--- src/hw/cli_pkg.sv ---
// package: constants, types and settings bundles for the cold load / inrush detector
package cli_pkg;

  // ==========================================================
  // widths
  localparam int MAG_W = 16;            // current magnitude width, per-unit scaled
  localparam int MAXT_W = 15;           // maximum time in 10 ms steps, 1..30000
  localparam int PCT_W = 7;             // harmonic percentage 0..99
  localparam int NPH = 3;

  // ==========================================================
  // timing
  localparam int CLK_HZ = 50_000_000;
  localparam int TICK_MS = 1;                               // ms tick period
  localparam int TICK_CYC = CLK_HZ / 1000 * TICK_MS;        // cycles per ms tick
  localparam int RISE_WIN_MS = 80;                          // rise window
  localparam int STEP_MS = 10;                              // maximum-time step, 0.01 s
  localparam logic [MAXT_W-1:0] MAXT_MIN = 15'h0001;        // 0.01 s
  localparam logic [MAXT_W-1:0] MAXT_MAX = 15'h7530;        // 300.00 s
  localparam logic [PCT_W-1:0] PCT_MAX = 7'h63;             // 99 %

  // ==========================================================
  // reset values
  localparam logic [15:0] TICK_RST = 16'h0000;
  localparam logic [6:0] WIN_RST = 7'h00;
  localparam logic [3:0] STEP_RST = 4'h0;
  localparam logic [MAXT_W-1:0] TIME_RST = 15'h0000;

  // ==========================================================
  // types
  typedef enum logic [1:0] {CLI_IDLE, CLI_ARMED, CLI_RISING, CLI_ACTIVE} cli_state_e;

  // per-phase measurement from the upstream block
  typedef struct packed {
    logic [MAG_W-1:0] fund;
    logic [MAG_W-1:0] harm2;
  } cli_phase_s;

  // settings bundle
  typedef struct packed {
    logic [MAG_W-1:0] idle_current_threshold;
    logic [MAG_W-1:0] start_current;
    logic [MAG_W-1:0] pickup_current;
    logic [MAXT_W-1:0] max_time;
    logic [PCT_W-1:0] harm_pct;
  } cli_cfg_s;

endpackage
--- src/hw/cli_detector.sv ---
// module: cold load pickup and magnetizing inrush detector, top level
//
// Contract
// - Cold load is declared only after all phases sat below idle and one phase then passed start within 80 ms.
// - Cold load detection holds until the maximum time expires or current falls below pickup, whichever is first.
// - Each detection output is offered to both the output routing and the blocking matrix; the code copies only cold load, inrush_block is a separate signal.
// - Inrush detection needs the 80 ms rise condition plus one phase with second harmonic ratio above threshold.
// - A zero harmonic threshold makes inrush detection identical to cold load detection.
// - Inrush blocking asserts at once on the rise condition, before harmonic data of a full cycle exists.
// - After the first full cycle, blocking continues with significant second harmonic and is released otherwise.
// - A rise from idle to start taking longer than 80 ms activates nothing.
// - The maximum time setting spans 0.01 s to 300.00 s in 0.01 s steps.
// - The second harmonic threshold spans 0 to 99 percent of the fundamental.
module cli_detector (
  // clock and reset
  input wire logic mclk,
  input wire logic reset_n,
  // measurements, one strobe per power-system cycle
  input wire logic meas_valid,
  input wire cli_pkg::cli_phase_s [cli_pkg::NPH-1:0] primary_phase_currents,
  // settings
  input wire cli_pkg::cli_cfg_s cfg,
  input wire logic inrush_block_en,
  // detections toward the output matrix
  output logic cold_load_out,
  output logic inrush_out,
  // detections toward the blocking matrix
  output logic cold_load_block,
  output logic inrush_block,
  // status
  output logic cfg_error
);

  // ==========================================================
  // reset release
  logic rst_meta;
  logic rst_n;

  // two-stage release so the whole block leaves reset on one edge
  always_ff @(posedge mclk or negedge reset_n) begin
    if (!reset_n) begin
      rst_meta <= 1'b0;
      rst_n <= 1'b0;
    end else begin
      rst_meta <= 1'b1;
      rst_n <= rst_meta;
    end
  end

  // ==========================================================
  // per-phase comparisons
  logic [cli_pkg::NPH-1:0] ph_below_idle;
  logic [cli_pkg::NPH-1:0] ph_above_start;
  logic [cli_pkg::NPH-1:0] ph_above_pickup;
  logic [cli_pkg::NPH-1:0] ph_harm;
  logic [cli_pkg::PCT_W-1:0] pct_eff;

  // ratio test done by cross-multiplying: harm2*100 > pct*fund, no divider needed
  genvar g;
  generate
    for (g = 0; g < cli_pkg::NPH; g++) begin : g_phase
      logic [cli_pkg::MAG_W+6:0] harm_scaled;
      logic [cli_pkg::MAG_W+6:0] fund_scaled;
      assign harm_scaled = (cli_pkg::MAG_W+7)'(primary_phase_currents[g].harm2) * (cli_pkg::MAG_W+7)'(100);
      assign fund_scaled = (cli_pkg::MAG_W+7)'(primary_phase_currents[g].fund) * (cli_pkg::MAG_W+7)'(pct_eff);
      assign ph_below_idle[g] = primary_phase_currents[g].fund < cfg.idle_current_threshold;
      assign ph_above_start[g] = primary_phase_currents[g].fund > cfg.start_current;
      assign ph_above_pickup[g] = primary_phase_currents[g].fund >= cfg.pickup_current;
      assign ph_harm[g] = harm_scaled > fund_scaled;
    end
  endgenerate

  // ==========================================================
  // condition decode
  logic all_idle;
  logic any_start;
  logic any_pickup;
  logic any_harm;
  logic harm_off;
  logic pct_clamped_zero;

  assign all_idle = &ph_below_idle;
  assign any_start = |ph_above_start;
  assign any_pickup = |ph_above_pickup;
  // out of range percentages are clamped to the top of the range
  assign pct_eff = (cfg.harm_pct > cli_pkg::PCT_MAX) ? cli_pkg::PCT_MAX : cfg.harm_pct;
  assign pct_clamped_zero = (pct_eff == 7'h00);
  assign harm_off = pct_clamped_zero;
  assign any_harm = |ph_harm;
  // settings outside their documented ranges are flagged but still run
  assign cfg_error = (cfg.max_time < cli_pkg::MAXT_MIN) || (cfg.max_time > cli_pkg::MAXT_MAX)
                   || (cfg.harm_pct > cli_pkg::PCT_MAX);

  // ==========================================================
  // state machine
  cli_pkg::cli_state_e state;
  cli_pkg::cli_state_e next_state;
  logic win_expired;
  logic time_expired;
  logic win_clear;
  logic time_clear;
  logic rise_hit;
  logic end_hit;

  // window opens on leaving idle and closes on start or 80 ms
  assign rise_hit = (state == cli_pkg::CLI_RISING) && meas_valid && any_start && !win_expired;
  assign end_hit = (state == cli_pkg::CLI_ACTIVE) && (time_expired || (meas_valid && !any_pickup));
  assign win_clear = (state != cli_pkg::CLI_RISING);
  assign time_clear = (state != cli_pkg::CLI_ACTIVE);

  always_comb begin
    next_state = state;
    case (state)
      cli_pkg::CLI_IDLE: begin
        if (meas_valid && all_idle) begin
          next_state = cli_pkg::CLI_ARMED;
        end
      end
      cli_pkg::CLI_ARMED: begin
        if (meas_valid && !all_idle) begin
          next_state = any_start ? cli_pkg::CLI_ACTIVE : cli_pkg::CLI_RISING;
        end
      end
      cli_pkg::CLI_RISING: begin
        if (meas_valid && all_idle) begin
          next_state = cli_pkg::CLI_ARMED;
        end else if (rise_hit) begin
          next_state = cli_pkg::CLI_ACTIVE;
        end else if (win_expired) begin
          next_state = cli_pkg::CLI_IDLE;
        end
      end
      cli_pkg::CLI_ACTIVE: begin
        if (end_hit) begin
          next_state = cli_pkg::CLI_IDLE;
        end
      end
      default: begin
        next_state = cli_pkg::CLI_IDLE;
      end
    endcase
  end

  always_ff @(posedge mclk or negedge rst_n) begin
    if (!rst_n) begin
      state <= cli_pkg::CLI_IDLE;
    end else begin
      state <= next_state;
    end
  end

  // ==========================================================
  // timers
  cli_ms_timer u_timer (
    .mclk(mclk),
    .rst_n(rst_n),
    .win_clear(win_clear),
    .time_clear(time_clear),
    .max_time(cfg.max_time),
    .win_expired(win_expired),
    .time_expired(time_expired)
  );

  // ==========================================================
  // inrush tracking
  logic entering;
  logic first_cycle_seen;
  logic harm_latched;

  assign entering = (state != cli_pkg::CLI_ACTIVE) && (next_state == cli_pkg::CLI_ACTIVE);

  // the first strobe after activation is the first full cycle of harmonic data
  always_ff @(posedge mclk or negedge rst_n) begin
    if (!rst_n) begin
      first_cycle_seen <= 1'b0;
      harm_latched <= 1'b0;
    end else if (entering || state != cli_pkg::CLI_ACTIVE) begin
      first_cycle_seen <= 1'b0;
      harm_latched <= 1'b0;
    end else if (meas_valid) begin
      first_cycle_seen <= 1'b1;
      harm_latched <= harm_off || any_harm;
    end
  end

  // ==========================================================
  // detection outputs, registered
  logic next_cold;
  logic next_inrush;
  logic next_iblock;
  logic active_next;
  logic strobe_act;
  logic harm_now;
  logic verdict;
  logic seen_any;

  assign active_next = (next_state == cli_pkg::CLI_ACTIVE);
  assign next_cold = active_next;
  // a strobe while active carries a full cycle of harmonic data; the activating strobe does not
  assign strobe_act = (state == cli_pkg::CLI_ACTIVE) && meas_valid;
  assign harm_now = harm_off || any_harm;
  // the newest verdict takes effect on its own strobe, so a release never lags by a cycle
  assign verdict = strobe_act ? harm_now : harm_latched;
  assign seen_any = first_cycle_seen || strobe_act;
  // detection needs the harmonic verdict unless the threshold is zero
  assign next_inrush = active_next && (harm_off || (seen_any && verdict));
  // blocking starts on the rise, before any harmonic verdict exists
  assign next_iblock = inrush_block_en && active_next && (!seen_any || verdict);

  always_ff @(posedge mclk or negedge rst_n) begin
    if (!rst_n) begin
      cold_load_out <= 1'b0;
      inrush_out <= 1'b0;
      inrush_block <= 1'b0;
    end else begin
      cold_load_out <= next_cold;
      inrush_out <= next_inrush;
      inrush_block <= next_iblock;
    end
  end

  // the same signal feeds both matrices
  assign cold_load_block = cold_load_out;

endmodule

--- src/hw/cli_ms_timer.sv ---
// module: millisecond tick generator with a rise-window counter and a maximum-time counter
module cli_ms_timer (
  // clock and reset
  input wire logic mclk,
  input wire logic rst_n,
  // control
  input wire logic win_clear,
  input wire logic time_clear,
  input wire logic [cli_pkg::MAXT_W-1:0] max_time,
  // status
  output logic win_expired,
  output logic time_expired
);

  logic [15:0] tick_cnt;
  logic [6:0] win_ms;
  logic [3:0] step_ms;
  logic [cli_pkg::MAXT_W-1:0] time_steps;
  logic tick;
  logic step_done;

  // ==========================================================
  // ms tick and step decode
  assign tick = (tick_cnt == 16'(cli_pkg::TICK_CYC - 1));
  assign step_done = tick && (step_ms == 4'(cli_pkg::STEP_MS - 1));
  assign win_expired = (win_ms >= 7'(cli_pkg::RISE_WIN_MS));
  // a setting below the range is treated as the least step
  assign time_expired = (time_steps >= ((max_time < cli_pkg::MAXT_MIN) ? cli_pkg::MAXT_MIN : max_time));

  // free running tick, shared by both counters
  always_ff @(posedge mclk or negedge rst_n) begin
    if (!rst_n) begin
      tick_cnt <= cli_pkg::TICK_RST;
    end else begin
      tick_cnt <= tick ? cli_pkg::TICK_RST : tick_cnt + 16'h0001;
    end
  end

  // rise window in whole ms; the first tick may be early by under 1 ms
  always_ff @(posedge mclk or negedge rst_n) begin
    if (!rst_n) begin
      win_ms <= cli_pkg::WIN_RST;
    end else if (win_clear) begin
      win_ms <= cli_pkg::WIN_RST;
    end else if (tick && !win_expired) begin
      win_ms <= win_ms + 7'h01;
    end
  end

  // maximum time in 10 ms steps, saturating
  always_ff @(posedge mclk or negedge rst_n) begin
    if (!rst_n) begin
      step_ms <= cli_pkg::STEP_RST;
      time_steps <= cli_pkg::TIME_RST;
    end else if (time_clear) begin
      step_ms <= cli_pkg::STEP_RST;
      time_steps <= cli_pkg::TIME_RST;
    end else if (tick) begin
      step_ms <= step_done ? cli_pkg::STEP_RST : step_ms + 4'h1;
      if (step_done && !time_expired) begin
        time_steps <= time_steps + 15'h0001;
      end
    end
  end

endmodule

--- config.mk ---
export PLATFORM = sky130hd
export DESIGN_NAME = cli_detector
export DESIGN_NICKNAME = d
export VERILOG_FILES = /design/src/hw/cli_pkg.sv /design/src/hw/cli_detector.sv /design/src/hw/cli_ms_timer.sv
export SDC_FILE = /design/constraint.sdc
export NUM_CORES = 1
export LEC_CHECK = 0
export BUFFER_PORTS_ARGS = -buffer_cell sky130_fd_sc_hd__buf_2
export CAP_MARGIN = 20
export CORE_UTILIZATION = 58
export CTS_CLUSTER_SIZE = 25
export DETAILED_ROUTE_END_ITERATION = 7
export GPL_ROUTABILITY_DRIVEN = 0
export GPL_TIMING_DRIVEN = 0
export MAX_ROUTING_LAYER = met4
export PLACE_DENSITY = 0.85
export SLEW_MARGIN = 30
export SYNTH_ARGS = -nofsm -noshare
export SYNTH_HDL_FRONTEND = slang
export SYNTH_SLANG_ARGS = --single-unit
--- constraint.sdc ---
create_clock -name mclk -period 1.55 [get_ports mclk]
set_input_delay 0.155 -clock mclk [delete_from_list [all_inputs] [get_ports mclk]]
set_output_delay 0.155 -clock mclk [all_outputs]
set_load 0.01 [all_outputs]
==> results of run 1 <==
-- through the flow --
step,cell area (sq um),worst slack (ns),setup TNS (ns)
6_report,26000,-5.86,-38.91
5_1_grt,26000,-6.00,-42.43
4_1_cts,25200,-5.63,-31.71
3_5_place_dp,24200,-6.68,-43.98
3_3_place_gp,24200,-6.60,-63.48
2_1_floorplan,22600,-5.17,-26.55
-- timing repair --
item                                    CTS  global route
setup buffers                            56            36
endpoints found under the setup margin   34            45
endpoints found under the hold margin     2             0
hold buffers                              1             0
gates resized for setup                 125           141
cloned                                    0             1
pin swaps                                52            66
-- cell usage after synthesis (7+ instances only) --
library cell	instances
o21ai_1	29
a21o_1	78
a211oi_1	13
o21bai_1	12
a211o_1	7
a21oi_1	124
nor2b_1	21
nor3_1	39
o31a_1	7
o211ai_1	12
xor2_1	50
dfrtp_1	51
and2_1	125
fa_1	240
xnor2_1	69
nand2b_1	19
nor2_1	109
nand2_1	191
and3_1	127
o21a_1	17
or3_1	17
clkbuf_1	53
nor4_1	11
ha_1	506
nand3_1	54
o21ai_0	51
nand4_1	40
inv_1	498
-- layout make-up --
type | count | area share [%]
Antenna cell | 10 | 0.0962
Sequential cell | 51 | 4.94
Clock buffer | 5 | 0.481
Multi-Input combinational cell | 2073 | 77.2
Timing Repair Buffer | 256 | 6.51
Tap cell | 511 | 2.46
Inverter | 500 | 7.26
Clock inverter | 3 | 0.106
Buffer | 50 | 1.00
-- worst min path at each step --
stage	startpoint	to	slack [ns]	cells past startpoint
final	inrush_block_en	inrush_block	0.08	3
after floorplan	reset_n	rst_meta	-0.14	0
after CTS	inrush_block_en	inrush_block	0.09	3
after global placement	reset_n	rst_meta	-0.06	1
after global routing	inrush_block_en	inrush_block	0.08	3
after detailed placement	reset_n	rst_meta	-0.05	1
-- report_power, final --
part,total (mW),internal (mW),switching (mW)
Sequential,1.52,1.40,0.120
Combinational,27.8,12.2,15.6
Clock,1.21,0.619,0.587
-- tightest hold or removal path, delay by kind of cell --
kind          cells  cell delay (ns)
buf+inv           1             0.10
simple gates      2             0.10
-- cell usage in the layout (no fill, tap or decap), types with 17 or more instances in the layout --
cell type / n
a21o_1: 78
nor2_1: 98
xnor2_1: 59
o21ai_1: 26
and3_1: 122
fa_1: 240
buf_2: 162
nand4_1: 40
o21a_1: 17
a21oi_1: 102
o21ai_0: 46
nor3_1: 28
xor2_1: 48
inv_1: 489
a21oi_2: 22
ha_1: 494
nor2b_1: 17
nand3_1: 48
dfrtp_1: 46
buf_4: 64
and2_1: 120
nand2_1: 186
buf_6: 27
clkbuf_1: 28
-- metal layers --
layer  track usage, %  vias to the layer above
li1                 -                     9528
met1             36.4                    10000
met2             56.0                     1251
met3             7.10                      445
met4             20.1                        0
met5                -                        -
-- state kept, by name, summed over array words and instances, names as in the netlist --
signal and count:
u_timer.step_ms 4, u_timer.time_steps 15, cold_load_block 1, harm_latched 1
first_cycle_seen 1, inrush_block 1, u_timer.win_ms 7, inrush_out 1
rst_n 1, rst_meta 1, state 2, u_timer.tick_cnt 16
-- kinds of logic after synthesis --
logic type / share of synthesized area [%]
buf+inv: 9.29
fa+ha+maj: 49.6
mux: 0.178
other cells: 0.0167
simple gates: 17.9
xor+xnor: 4.64
compound gates: 12.6
flops: 5.69
==> metrics.csv, run 1 <==
stage,metric,value,unit
status,status,finished with violations,
status,failing checks,"design-rule violations, negative setup slack",
yosys,Syn Std Cell Area,22400,sq um
yosys,Yosys warning count,0,
cts,H-tree levels,2,
worst_setup_path,"critical path fanouts, max",7,
cts,Worst-Skew Late Latency,0.31,ns
cells_and_area,post-layout util,68.8,%
floorplanning,Die Y-Extent,199,um
yosys,top post-synthesis cells by area,"ha_1 28%, fa_1 21%, inv_1 8.3%",
global_routing,All-Layer GR Usage,33.4,%
floorplanning,row count,71,
sta,Slew @ Worst Pin,1.02,ns
yosys,top-area cell type share of the netlist area,28.2,%
floorplanning,initial core utilization,59.3,%
yosys,syn_nets,3594,
routing,max layer used,met4,
routing,Metal-1 WL,23.7,mm
routing,met2 routed WL,32.4,mm
routing,routed vias/inst,6.15,
sta,final worst path period need,7.41,ns
cells_and_area,storage element area,1280,sq um
routing,initial DRC count,1616,
yosys,post-synthesis sequential area ratio,5.69,%
worst_setup_path,Worst setup endpoint,inrush_out,
routing,post-route ant nets,0,
floorplanning,Die Area,39500,sq um
yosys,cell taking the most area after synthesis,ha_1,
cells_and_area,post-route insts no fill,3459,
global_routing,number of global-route vias before repair,21200,
yosys,Synth Area per Inst,8.38,sq um
floorplanning,core region area,37800,sq um
yosys,Post-synth ARST share,100,%
yosys,Syn Inst Count,2678,
worst_setup_path,CP startpoint,cfg[3],
sta,RSZ-0062 raised after global routing,true,
worst_setup_path,crit path DAT,7.59,ns
worst_setup_path,CP Capture Type,register,
worst_setup_path,Worst EP required,1.72,ns
cts,"Reg clk slew, reported paths",0.09,ns
routing,Routed WL per cell,20.0,um
worst_setup_path,reg2reg start,u_timer.time_steps[4],
yosys,Most used DFF post-synth,dfrtp_1,
power_and_ir_drop,Max IR drop VDD,0.000874,V
cells_and_area,fill count,2684,
sta,hold_ws,0.0834,ns
global_routing,initial antenna violation count,9,
worst_setup_path,CP top delay family,adder cells,
cells_and_area,Nets,3853,
worst_setup_path,Critical Path Slowest Stage Cell,fa_1,
flow_run,Max Cap Viol,0,
place,Port-buffer cells,173,
global_routing,first-pass GRT wire length,102,mm
worst_setup_path,FF-to-FF setup slack,-1.05,ns
cts,# clock sinks,51,
sta,FMAX,135,MHz
global_routing,largest net degree at the start of global routing,50,
cts,CTS tree,yes,
worst_setup_path,most frequent CP cell,fa_1,
place,Detail Placement HPWL,49.3,mm
cts,root buf cell,clkbuf_16,
worst_setup_path,Reg2Reg Capture Point,u_timer.time_steps[9],
worst_setup_path,CP startpoint kind,input pin,
routing,Via Count,21300,
floorplanning,I/O pin count,175,
cells_and_area,Multi-input gate area,20100,sq um
sta,Final Cycle Share,478,%
cells_and_area,Area Growth Syn to Fin,16.0,%
yosys,number of distinct library cells after synthesis,73,
power_and_ir_drop,total chip power,30.6,mW
place,Placed Instances,3362,
power_and_ir_drop,power per cell area,1170,nW/um^2
routing,# DRC,2,
worst_setup_path,WP buf/inv,5,
routing,DRT Pass-1 Iters,8,
yosys,Seq cells post-synth,51,
sta,fin. max-slew vios,0,
routing,Met3 Wirelength,7.76,mm
worst_setup_path,Reg2Reg Depth,10,
sta,Setup-failing EPs final,43,
power_and_ir_drop,Static Leak,14.3,nW
worst_setup_path,WS Path Type,in2reg,
worst_hold_path,hold crit path type,in2reg,
cts,clock buffer count from CTS,5,
sta,clk_skew,0.0153,ns
sta,Slew headroom,32.3,%
worst_setup_path,Slowest Stage Delay on Critical Path,0.53,ns
global_routing,grt ovf,0,
sta,Worst Slack Setup Final,-5.86,ns
sta,Hold Fails Final Rpt,0,
floorplanning,Die W,199,um
cells_and_area,layout cells sized above 1,15.6,%
routing,Detailed Route WL,69.2,mm
yosys,Post-synth EDFFs,0,
worst_setup_path,WP depth,33,
cts,CTS Buffer Depth,2,
Power figures use the tool's default switching activity.
==> run 2, diff against run 1 <==
--- a/config.mk
+++ b/config.mk
@@ -7,13 +7,16 @@
 export LEC_CHECK = 0
 export BUFFER_PORTS_ARGS = -buffer_cell sky130_fd_sc_hd__buf_2
 export CAP_MARGIN = 20
-export CORE_UTILIZATION = 58
+export CELL_PAD_IN_SITES_DETAIL_PLACEMENT = 1
+export CELL_PAD_IN_SITES_GLOBAL_PLACEMENT = 2
+export CORE_MARGIN = 3
+export CORE_UTILIZATION = 35
 export CTS_CLUSTER_SIZE = 25
 export DETAILED_ROUTE_END_ITERATION = 7
 export GPL_ROUTABILITY_DRIVEN = 0
 export GPL_TIMING_DRIVEN = 0
 export MAX_ROUTING_LAYER = met4
-export PLACE_DENSITY = 0.85
+export PLACE_DENSITY = 0.84
 export SLEW_MARGIN = 30
 export SYNTH_ARGS = -nofsm -noshare
 export SYNTH_HDL_FRONTEND = slang
==> run 2 against run 1 <==
  * The run ends with negative setup slack left
  * Register-to-register slack worse by 0.07 ns
  * Critical path depth grew 3
  * Hold slack better by 0.011 ns
  * Clock-buffer cell count grew 1
  * Wire length is 8.2% higher
  * Setup slack better by 0.17 ns
  * Core utilization is 27 points lower
  * Sequential cell count unchanged
  * First-iteration DRC count down 44%
  * Clock skew fell by 0.0066 ns
==> metrics.csv, run 2 (synthesized netlist as in run 1, its figures left out) <==
stage,metric,value,unit,change
worst_setup_path,Worst EP required,1.71,ns,about the same
cells_and_area,fill count,7536,,+180%
sta,Slew @ Worst Pin,0.937,ns,-0.0792 ns
worst_setup_path,Slowest Stage Delay on Critical Path,0.55,ns,+0.02 ns
routing,# DRC,0,,-2
cells_and_area,max FFs per register,16,,unchanged
worst_setup_path,"critical path fanouts, max",10,,+3
worst_setup_path,CP Capture Type,register,,
worst_hold_path,hold depth,3,,unchanged
place,Detail Placement HPWL,60.0,mm,+22%
worst_hold_path,hold crit path type,in2reg,,
global_routing,All-Layer GR Usage,22.4,%,-11 points
cts,"Reg clk slew, reported paths",0.07,ns,-0.02 ns
cts,clock buffer count from CTS,5,,unchanged
place,Port-buffer cells,173,,unchanged
sta,Hold Fails Final Rpt,0,,unchanged
floorplanning,row count,92,,+30%
cts,CTS Buffer Depth,2,,unchanged
routing,Via Count,20200,,-4.9%
global_routing,initial antenna violation count,12,,+3
sta,clk_skew,0.00870,ns,-0.00662 ns
worst_setup_path,crit path DAT,7.41,ns,-0.18 ns
floorplanning,Die Area,67200,sq um,+70%
sta,Final Cycle Share,468,%,-11 points
cts,CTS tree,yes,,
sta,Worst Slack Setup Final,-5.70,ns,+0.166 ns
routing,initial DRC count,909,,-44%
cells_and_area,most common library cell in the layout ignoring fill and taps,ha_1,,
status,status,finished with violations,,
floorplanning,I/O pin count,175,,unchanged
cells_and_area,Top reg by flops,u_timer.tick_cnt,,
routing,DRT Pass-1 Iters,5,,-3
power_and_ir_drop,total chip power,30.7,mW,+0.39%
worst_setup_path,Reg2Reg Depth,11,,+1
cells_and_area,Top Registers,"u_timer.tick_cnt (16), u_timer.time_steps (15), u_timer.win_ms (7)",,
worst_setup_path,reg2reg start,u_timer.time_steps[1],,
cells_and_area,storage element area,1280,sq um,unchanged
cts,H-tree levels,2,,unchanged
worst_setup_path,CP startpoint kind,input pin,,
cells_and_area,Nets,3838,,-0.39%
worst_hold_path,Worst Hold End,inrush_block,,
routing,routed vias/inst,5.35,,-13%
floorplanning,core region area,63200,sq um,+67%
cells_and_area,layout cells sized above 1,14.8,%,-0.81 points
worst_setup_path,WS Path Type,in2reg,,
power_and_ir_drop,power per cell area,1170,nW/um^2,-0.63%
cts,# clock sinks,51,,unchanged
routing,post-route ant nets,0,,unchanged
power_and_ir_drop,Max IR drop VDD,0.000689,V,-21%
cts,Worst-Skew Late Latency,0.30,ns,about the same
place,Placed Area,24600,sq um,+1.8%
floorplanning,Die Y-Extent,259,um,+30%
cells_and_area,"commonest cells after routing, fill and taps aside","496 x ha_1, 489 x inv_1, 240 x fa_1, 187 x nand2_1, 164 x buf_2",,
global_routing,number of global-route vias before repair,22200,,+4.8%
cells_and_area,post-route insts no fill,3781,,+9.3%
routing,Routed WL per cell,19.8,um,-1.0%
place,Placed Instances,3698,,+10%
sta,fin. max-slew vios,0,,unchanged
sta,Setup-failing EPs final,45,,+4.7%
cells_and_area,Area Growth Syn to Fin,17.2,%,
sta,FMAX,138,MHz,+2.3%
floorplanning,Die W,259,um,+30%
worst_setup_path,Reg2Reg Capture Point,u_timer.time_steps[6],,
cts,root buf cell,clkbuf_16,,
worst_setup_path,Critical Path Slowest Stage Cell,fa_1,,
worst_hold_path,hold_sp,inrush_block_en,,
global_routing,first-pass GRT wire length,118,mm,+15%
worst_setup_path,FF-to-FF setup slack,-1.12,ns,-0.07 ns
sta,RSZ-0062 raised after global routing,true,,
sta,Slew headroom,37.0,%,+4.7 points
status,failing checks,negative setup slack,,
global_routing,largest net degree at the start of global routing,34,,-32%
global_routing,grt ovf,0,,unchanged
flow_run,Max Cap Viol,0,,unchanged
power_and_ir_drop,Static Leak,14.2,nW,-0.60%
sta,final worst path period need,7.25,ns,-0.166 ns
cells_and_area,Multi-input gate area,20000,sq um,-0.24%
routing,Detailed Route WL,74.8,mm,+8.2%
cells_and_area,final instance area,26300,sq um,+1.0%
floorplanning,initial core utilization,35.5,%,-24 points
==> run 2: cell count changes in the layout (fill, tap and decap cells not counted), sizes merged <==
cell,change
clkbuf,+2
inv,-1
or2,+1
buf,-17
clkinvlp,-1
diode,+2
bufinv,+1
==> run 2: how the worst max path moves through the flow <==
| stage | start | endpoint | slack (ns) | cells past startpoint |
|---|---|---|---|---|
| finish | cfg[3] | inrush_out | -5.70 | 36 |
| global route | cfg[3] | inrush_out | -5.98 | 34 |
| CTS | cfg[4] | inrush_out | -5.86 | 33 |
| detailed placement | cfg[5] | inrush_out | -7.44 | 31 |
| global placement | cfg[5] | inrush_out | -7.17 | 31 |
| floorplan | cfg[2] | inrush_out | -5.17 | 32 |
==> run 2: routing by layer <==
layer,global-route usage [%],share of wire (%),up-vias
li1,-,-,9489
met1,26.7,42,10100
met2,39.1,50,434
met3,2.94,4.7,156
met4,7.32,3.7,0
met5,-,0,-
==> run 2: layout make-up <==
class	count	share of cell area, %
antenna	12	0.114
multi-input combinational	2074	76.2
buffer	49	0.976
sequential	51	4.89
inverter	500	7.15
tap	846	4.03
clock buffer	6	0.528
clock inverter	2	0.148
timing repair buffer	241	5.98
==> run 2: through the flow <==
stage	setup TNS, ns	hold slack [ns]	setup slack [ns]	util [%]
detailed placement	-52.30	-0.0544	-7.44	38.9
finish	-42.58	0.0940	-5.70	41.6
CTS	-36.47	0.0745	-5.86	40.7
floorplan	-26.55	-0.141	-5.17	-
global placement	-79.26	-0.0562	-7.17	38.9
global route	-46.91	0.115	-5.98	41.6
==> run 2: report_power, final <==
part / internal, mW / switching [mW]
clock: 0.814 / 0.542
combinational: 12.4 / 15.4
sequential: 1.40 / 0.0827
==> run 2: worst max-delay path, delay by kind of cell <==
family,cells,cell delay [ns]
AO/OA/AOI/OAI,14,2.40
adder cells (fa/ha/maj),6,2.58
buffers and inverters,9,1.02
AND/OR/NAND/NOR,7,1.25
==> run 2: what timing repair did <==
item	in CTS	in global routing
endpoints found under the setup margin	43	46
buffers inserted	47	23
gates cloned	2	0
endpoints found under the hold margin	2	0
resized for setup	142	101
hold buffers	1	0
pin swaps	59	54
==> run 3, diff against run 2 <==
--- a/config.mk
+++ b/config.mk
@@ -7,14 +7,14 @@
 export LEC_CHECK = 0
 export BUFFER_PORTS_ARGS = -buffer_cell sky130_fd_sc_hd__buf_2
 export CAP_MARGIN = 20
-export CELL_PAD_IN_SITES_DETAIL_PLACEMENT = 1
-export CELL_PAD_IN_SITES_GLOBAL_PLACEMENT = 2
+export CELL_PAD_IN_SITES_DETAIL_PLACEMENT = 0
+export CELL_PAD_IN_SITES_GLOBAL_PLACEMENT = 1
 export CORE_MARGIN = 3
-export CORE_UTILIZATION = 35
+export CORE_UTILIZATION = 44
 export CTS_CLUSTER_SIZE = 25
 export DETAILED_ROUTE_END_ITERATION = 7
 export GPL_ROUTABILITY_DRIVEN = 0
-export GPL_TIMING_DRIVEN = 0
+export GPL_TIMING_DRIVEN = 1
 export MAX_ROUTING_LAYER = met4
 export PLACE_DENSITY = 0.84
 export SLEW_MARGIN = 30
==> run 3 against run 2 <==
  * Wire length is 9.7% lower
  * Highest routed layer unchanged
  * Power up 9.4%
  * Fmax is 6.2% higher
  * Final cell count rose by 7.2%
  * Non-clock buffer count is 454 higher
  * First-iteration DRC count is 24% higher
  * Critical endpoint unchanged
  * Clock power decreased by 15%
  * Sequential power hardly changed
  * Sequential share of layout area shrank 0.53 points
  * The flow still finishes with violations (negative setup slack)
==> metrics.csv, run 3 (synthesized netlist as in run 1, its figures left out) <==
stage,metric,value,unit,change
status,status,finished with violations,,
status,failing checks,negative setup slack,,
cells_and_area,Top Registers,"u_timer.tick_cnt (16), u_timer.time_steps (15), u_timer.win_ms (7)",,
floorplanning,Die Area,53700,sq um,-20%
cells_and_area,post-route insts no fill,4054,,+7.2%
sta,Setup-failing EPs final,37,,-18%
cts,CTS Buffer Depth,2,,unchanged
power_and_ir_drop,Max IR drop VDD,0.000812,V,+18%
place,Detail Placement HPWL,57.9,mm,-3.6%
cts,"Reg clk slew, reported paths",0.07,ns,about the same
cells_and_area,Nets,4292,,+12%
cts,CTS tree,yes,,
cts,clock buffer count from CTS,5,,unchanged
cts,# clock sinks,51,,unchanged
sta,FMAX,147,MHz,+6.2%
global_routing,All-Layer GR Usage,25.7,%,+3.3 points
floorplanning,Die Y-Extent,232,um,-11%
worst_setup_path,CP Capture Type,register,,
sta,Final Cycle Share,440,%,-27 points
worst_setup_path,Worst EP required,1.71,ns,about the same
cells_and_area,"commonest cells after routing, fill and taps aside","543 x buf_4, 499 x ha_1, 494 x inv_1, 240 x fa_1, 189 x nand2_1",,
sta,Worst Slack Setup Final,-5.27,ns,+0.426 ns
flow_run,Max Cap Viol,0,,unchanged
floorplanning,row count,82,,-11%
place,Placed Instances,4013,,+8.5%
cells_and_area,max FFs per register,16,,unchanged
routing,initial DRC count,1129,,+24%
power_and_ir_drop,power per cell area,1150,nW/um^2,-1.8%
floorplanning,core region area,50300,sq um,-20%
sta,setup TNS,-35.43,ns,+7.16 ns
global_routing,largest net degree at the start of global routing,49,,+44%
worst_setup_path,crit path DAT,6.98,ns,-0.43 ns
worst_setup_path,Reg2Reg Depth,10,,-1
routing,DRT Pass-1 Iters,5,,unchanged
routing,Via Count,21500,,+6.5%
cells_and_area,post-layout util,58.3,%,+17 points
sta,hold_ws,0.0515,ns,-0.0425 ns
sta,Slew @ Worst Pin,0.553,ns,-0.384 ns
sta,final worst path period need,6.82,ns,-0.426 ns
global_routing,first-pass GRT wire length,111,mm,-6.2%
power_and_ir_drop,Static Leak,16.5,nW,+16%
cts,H-tree levels,2,,unchanged
sta,Slew headroom,62.7,%,+26 points
place,Port-buffer cells,174,,+0.58%
global_routing,grt ovf,0,,unchanged
worst_setup_path,"critical path fanouts, max",5,,-5
cts,root buf cell,clkbuf_16,,
sta,fin. max-slew vios,0,,unchanged
worst_setup_path,most frequent CP cell,fa_1,,
cts,Worst-Skew Late Latency,0.29,ns,about the same
cells_and_area,layout cells sized above 1,25.9,%,+11 points
cells_and_area,Area Growth Syn to Fin,30.6,%,
cells_and_area,Top reg by flops,u_timer.tick_cnt,,
worst_hold_path,hold crit path type,reg2async,,
floorplanning,Die W,232,um,-11%
cells_and_area,most common library cell in the layout ignoring fill and taps,buf_4,,
worst_setup_path,Slowest Stage Delay on Critical Path,0.53,ns,-0.02 ns
floorplanning,I/O pin count,175,,unchanged
global_routing,number of global-route vias before repair,23000,,+3.7%
worst_setup_path,CP startpoint kind,input pin,,
sta,Hold Fails Final Rpt,0,,unchanged
power_and_ir_drop,total chip power,33.6,mW,+9.4%
worst_setup_path,WS Path Type,in2reg,,
routing,post-route ant nets,0,,unchanged
sta,RSZ-0062 raised after global routing,true,,
routing,# DRC,0,,unchanged
routing,Routed WL per cell,16.7,um,-16%
global_routing,initial antenna violation count,5,,-7
floorplanning,initial core utilization,44.6,%,+9.1 points
worst_setup_path,Critical Path Slowest Stage Cell,fa_1,,
sta,clk_skew,0.00409,ns,-0.00461 ns
routing,routed vias/inst,5.31,,-0.63%
routing,Detailed Route WL,67.5,mm,-9.7%
==> run 3: cell types whose count changed in the layout (fill, tap and decap cells not counted), moves of 6 or more <==
| cell | before | now |
|---|---|---|
| buf_4 | 50 | 543 |
| clkbuf_1 | 31 | 0 |
| a21oi_1 | 101 | 110 |
| a21oi_2 | 24 | 15 |
| clkbuf_2 | 8 | 0 |
| diode_2 | 12 | 5 |
| nor2_1 | 96 | 102 |
| nor2_2 | 6 | 0 |
==> run 3: worst paths after layout <==
path,startpoint,endpoint,slack [ns]
worst min-delay path,rst_n,cold_load_block,0.05
min in group mclk,inrush_block_en,inrush_block,0.14
worst min register to register,rst_n,cold_load_block,0.05
max in group asynchronous,rst_n,state[1],1.04
worst max register to register,u_timer.time_steps[1],u_timer.time_steps[8],-0.93
worst max-delay path,cfg[4],inrush_out,-5.27
==> run 3: routing by layer <==
| layer | global-route usage [%] | wire length, um | vias up |
|---|---|---|---|
| met1 | 29.8 | 27400 | 10400 |
| met3 | 2.99 | 3320 | 186 |
| met2 | 44.6 | 33000 | 545 |
| li1 | - | - | 10400 |
| met5 | - | 0 | - |
| met4 | 11.4 | 3780 | 0 |
==> run 3: final cells by class <==
cell class | count | area (sq um)
fill | 4388 | 21000
multi-input combinational | 2074 | 19800
timing repair buffer | 744 | 5340
inverter | 500 | 1880
sequential | 51 | 1280
tap | 672 | 841
clock buffer | 6 | 139
clock inverter | 2 | 16.3
antenna | 5 | 12.5
==> run 3: where the power goes <==
group          switching (mW)  internal [mW]  total [mW]  leakage, nW
Sequential             0.0818           1.40        1.48        0.691
Combinational            15.4           15.5        30.9         15.8
Clock                   0.500          0.646        1.15       0.0731
==> run 3: repair_timing <==
| action | in CTS | in global routing |
|---|---|---|
| pin swaps | 50 | 26 |
| setup endpoints to repair | 38 | 41 |
| buffers inserted | 16 | 11 |
| gates resized for setup | 89 | 52 |
| hold buffers | 1 | 0 |
| cloned | 3 | 0 |
| hold endpoints to repair | 2 | 0 |
==> run 3: worst max-delay path, delay by kind of cell <==
| family | cells | cell delay (ns) |
|---|---|---|
| adders and majority gates | 6 | 2.53 |
| AOI/OAI and AO/OA | 13 | 2.42 |
| xor gates and xnor gates | 1 | 0.13 |
| and+or+nand+nor | 8 | 1.28 |
| buffers and inverters | 6 | 0.45 |
==> run 3: metrics by stage <==
stage	instance area, sq um	setup slack (ns)
floorplan	22600	-5.17
CTS	29000	-5.29
detailed placement	28300	-5.95
global route	29300	-5.59
finish	29300	-5.27
global placement	28300	-5.74
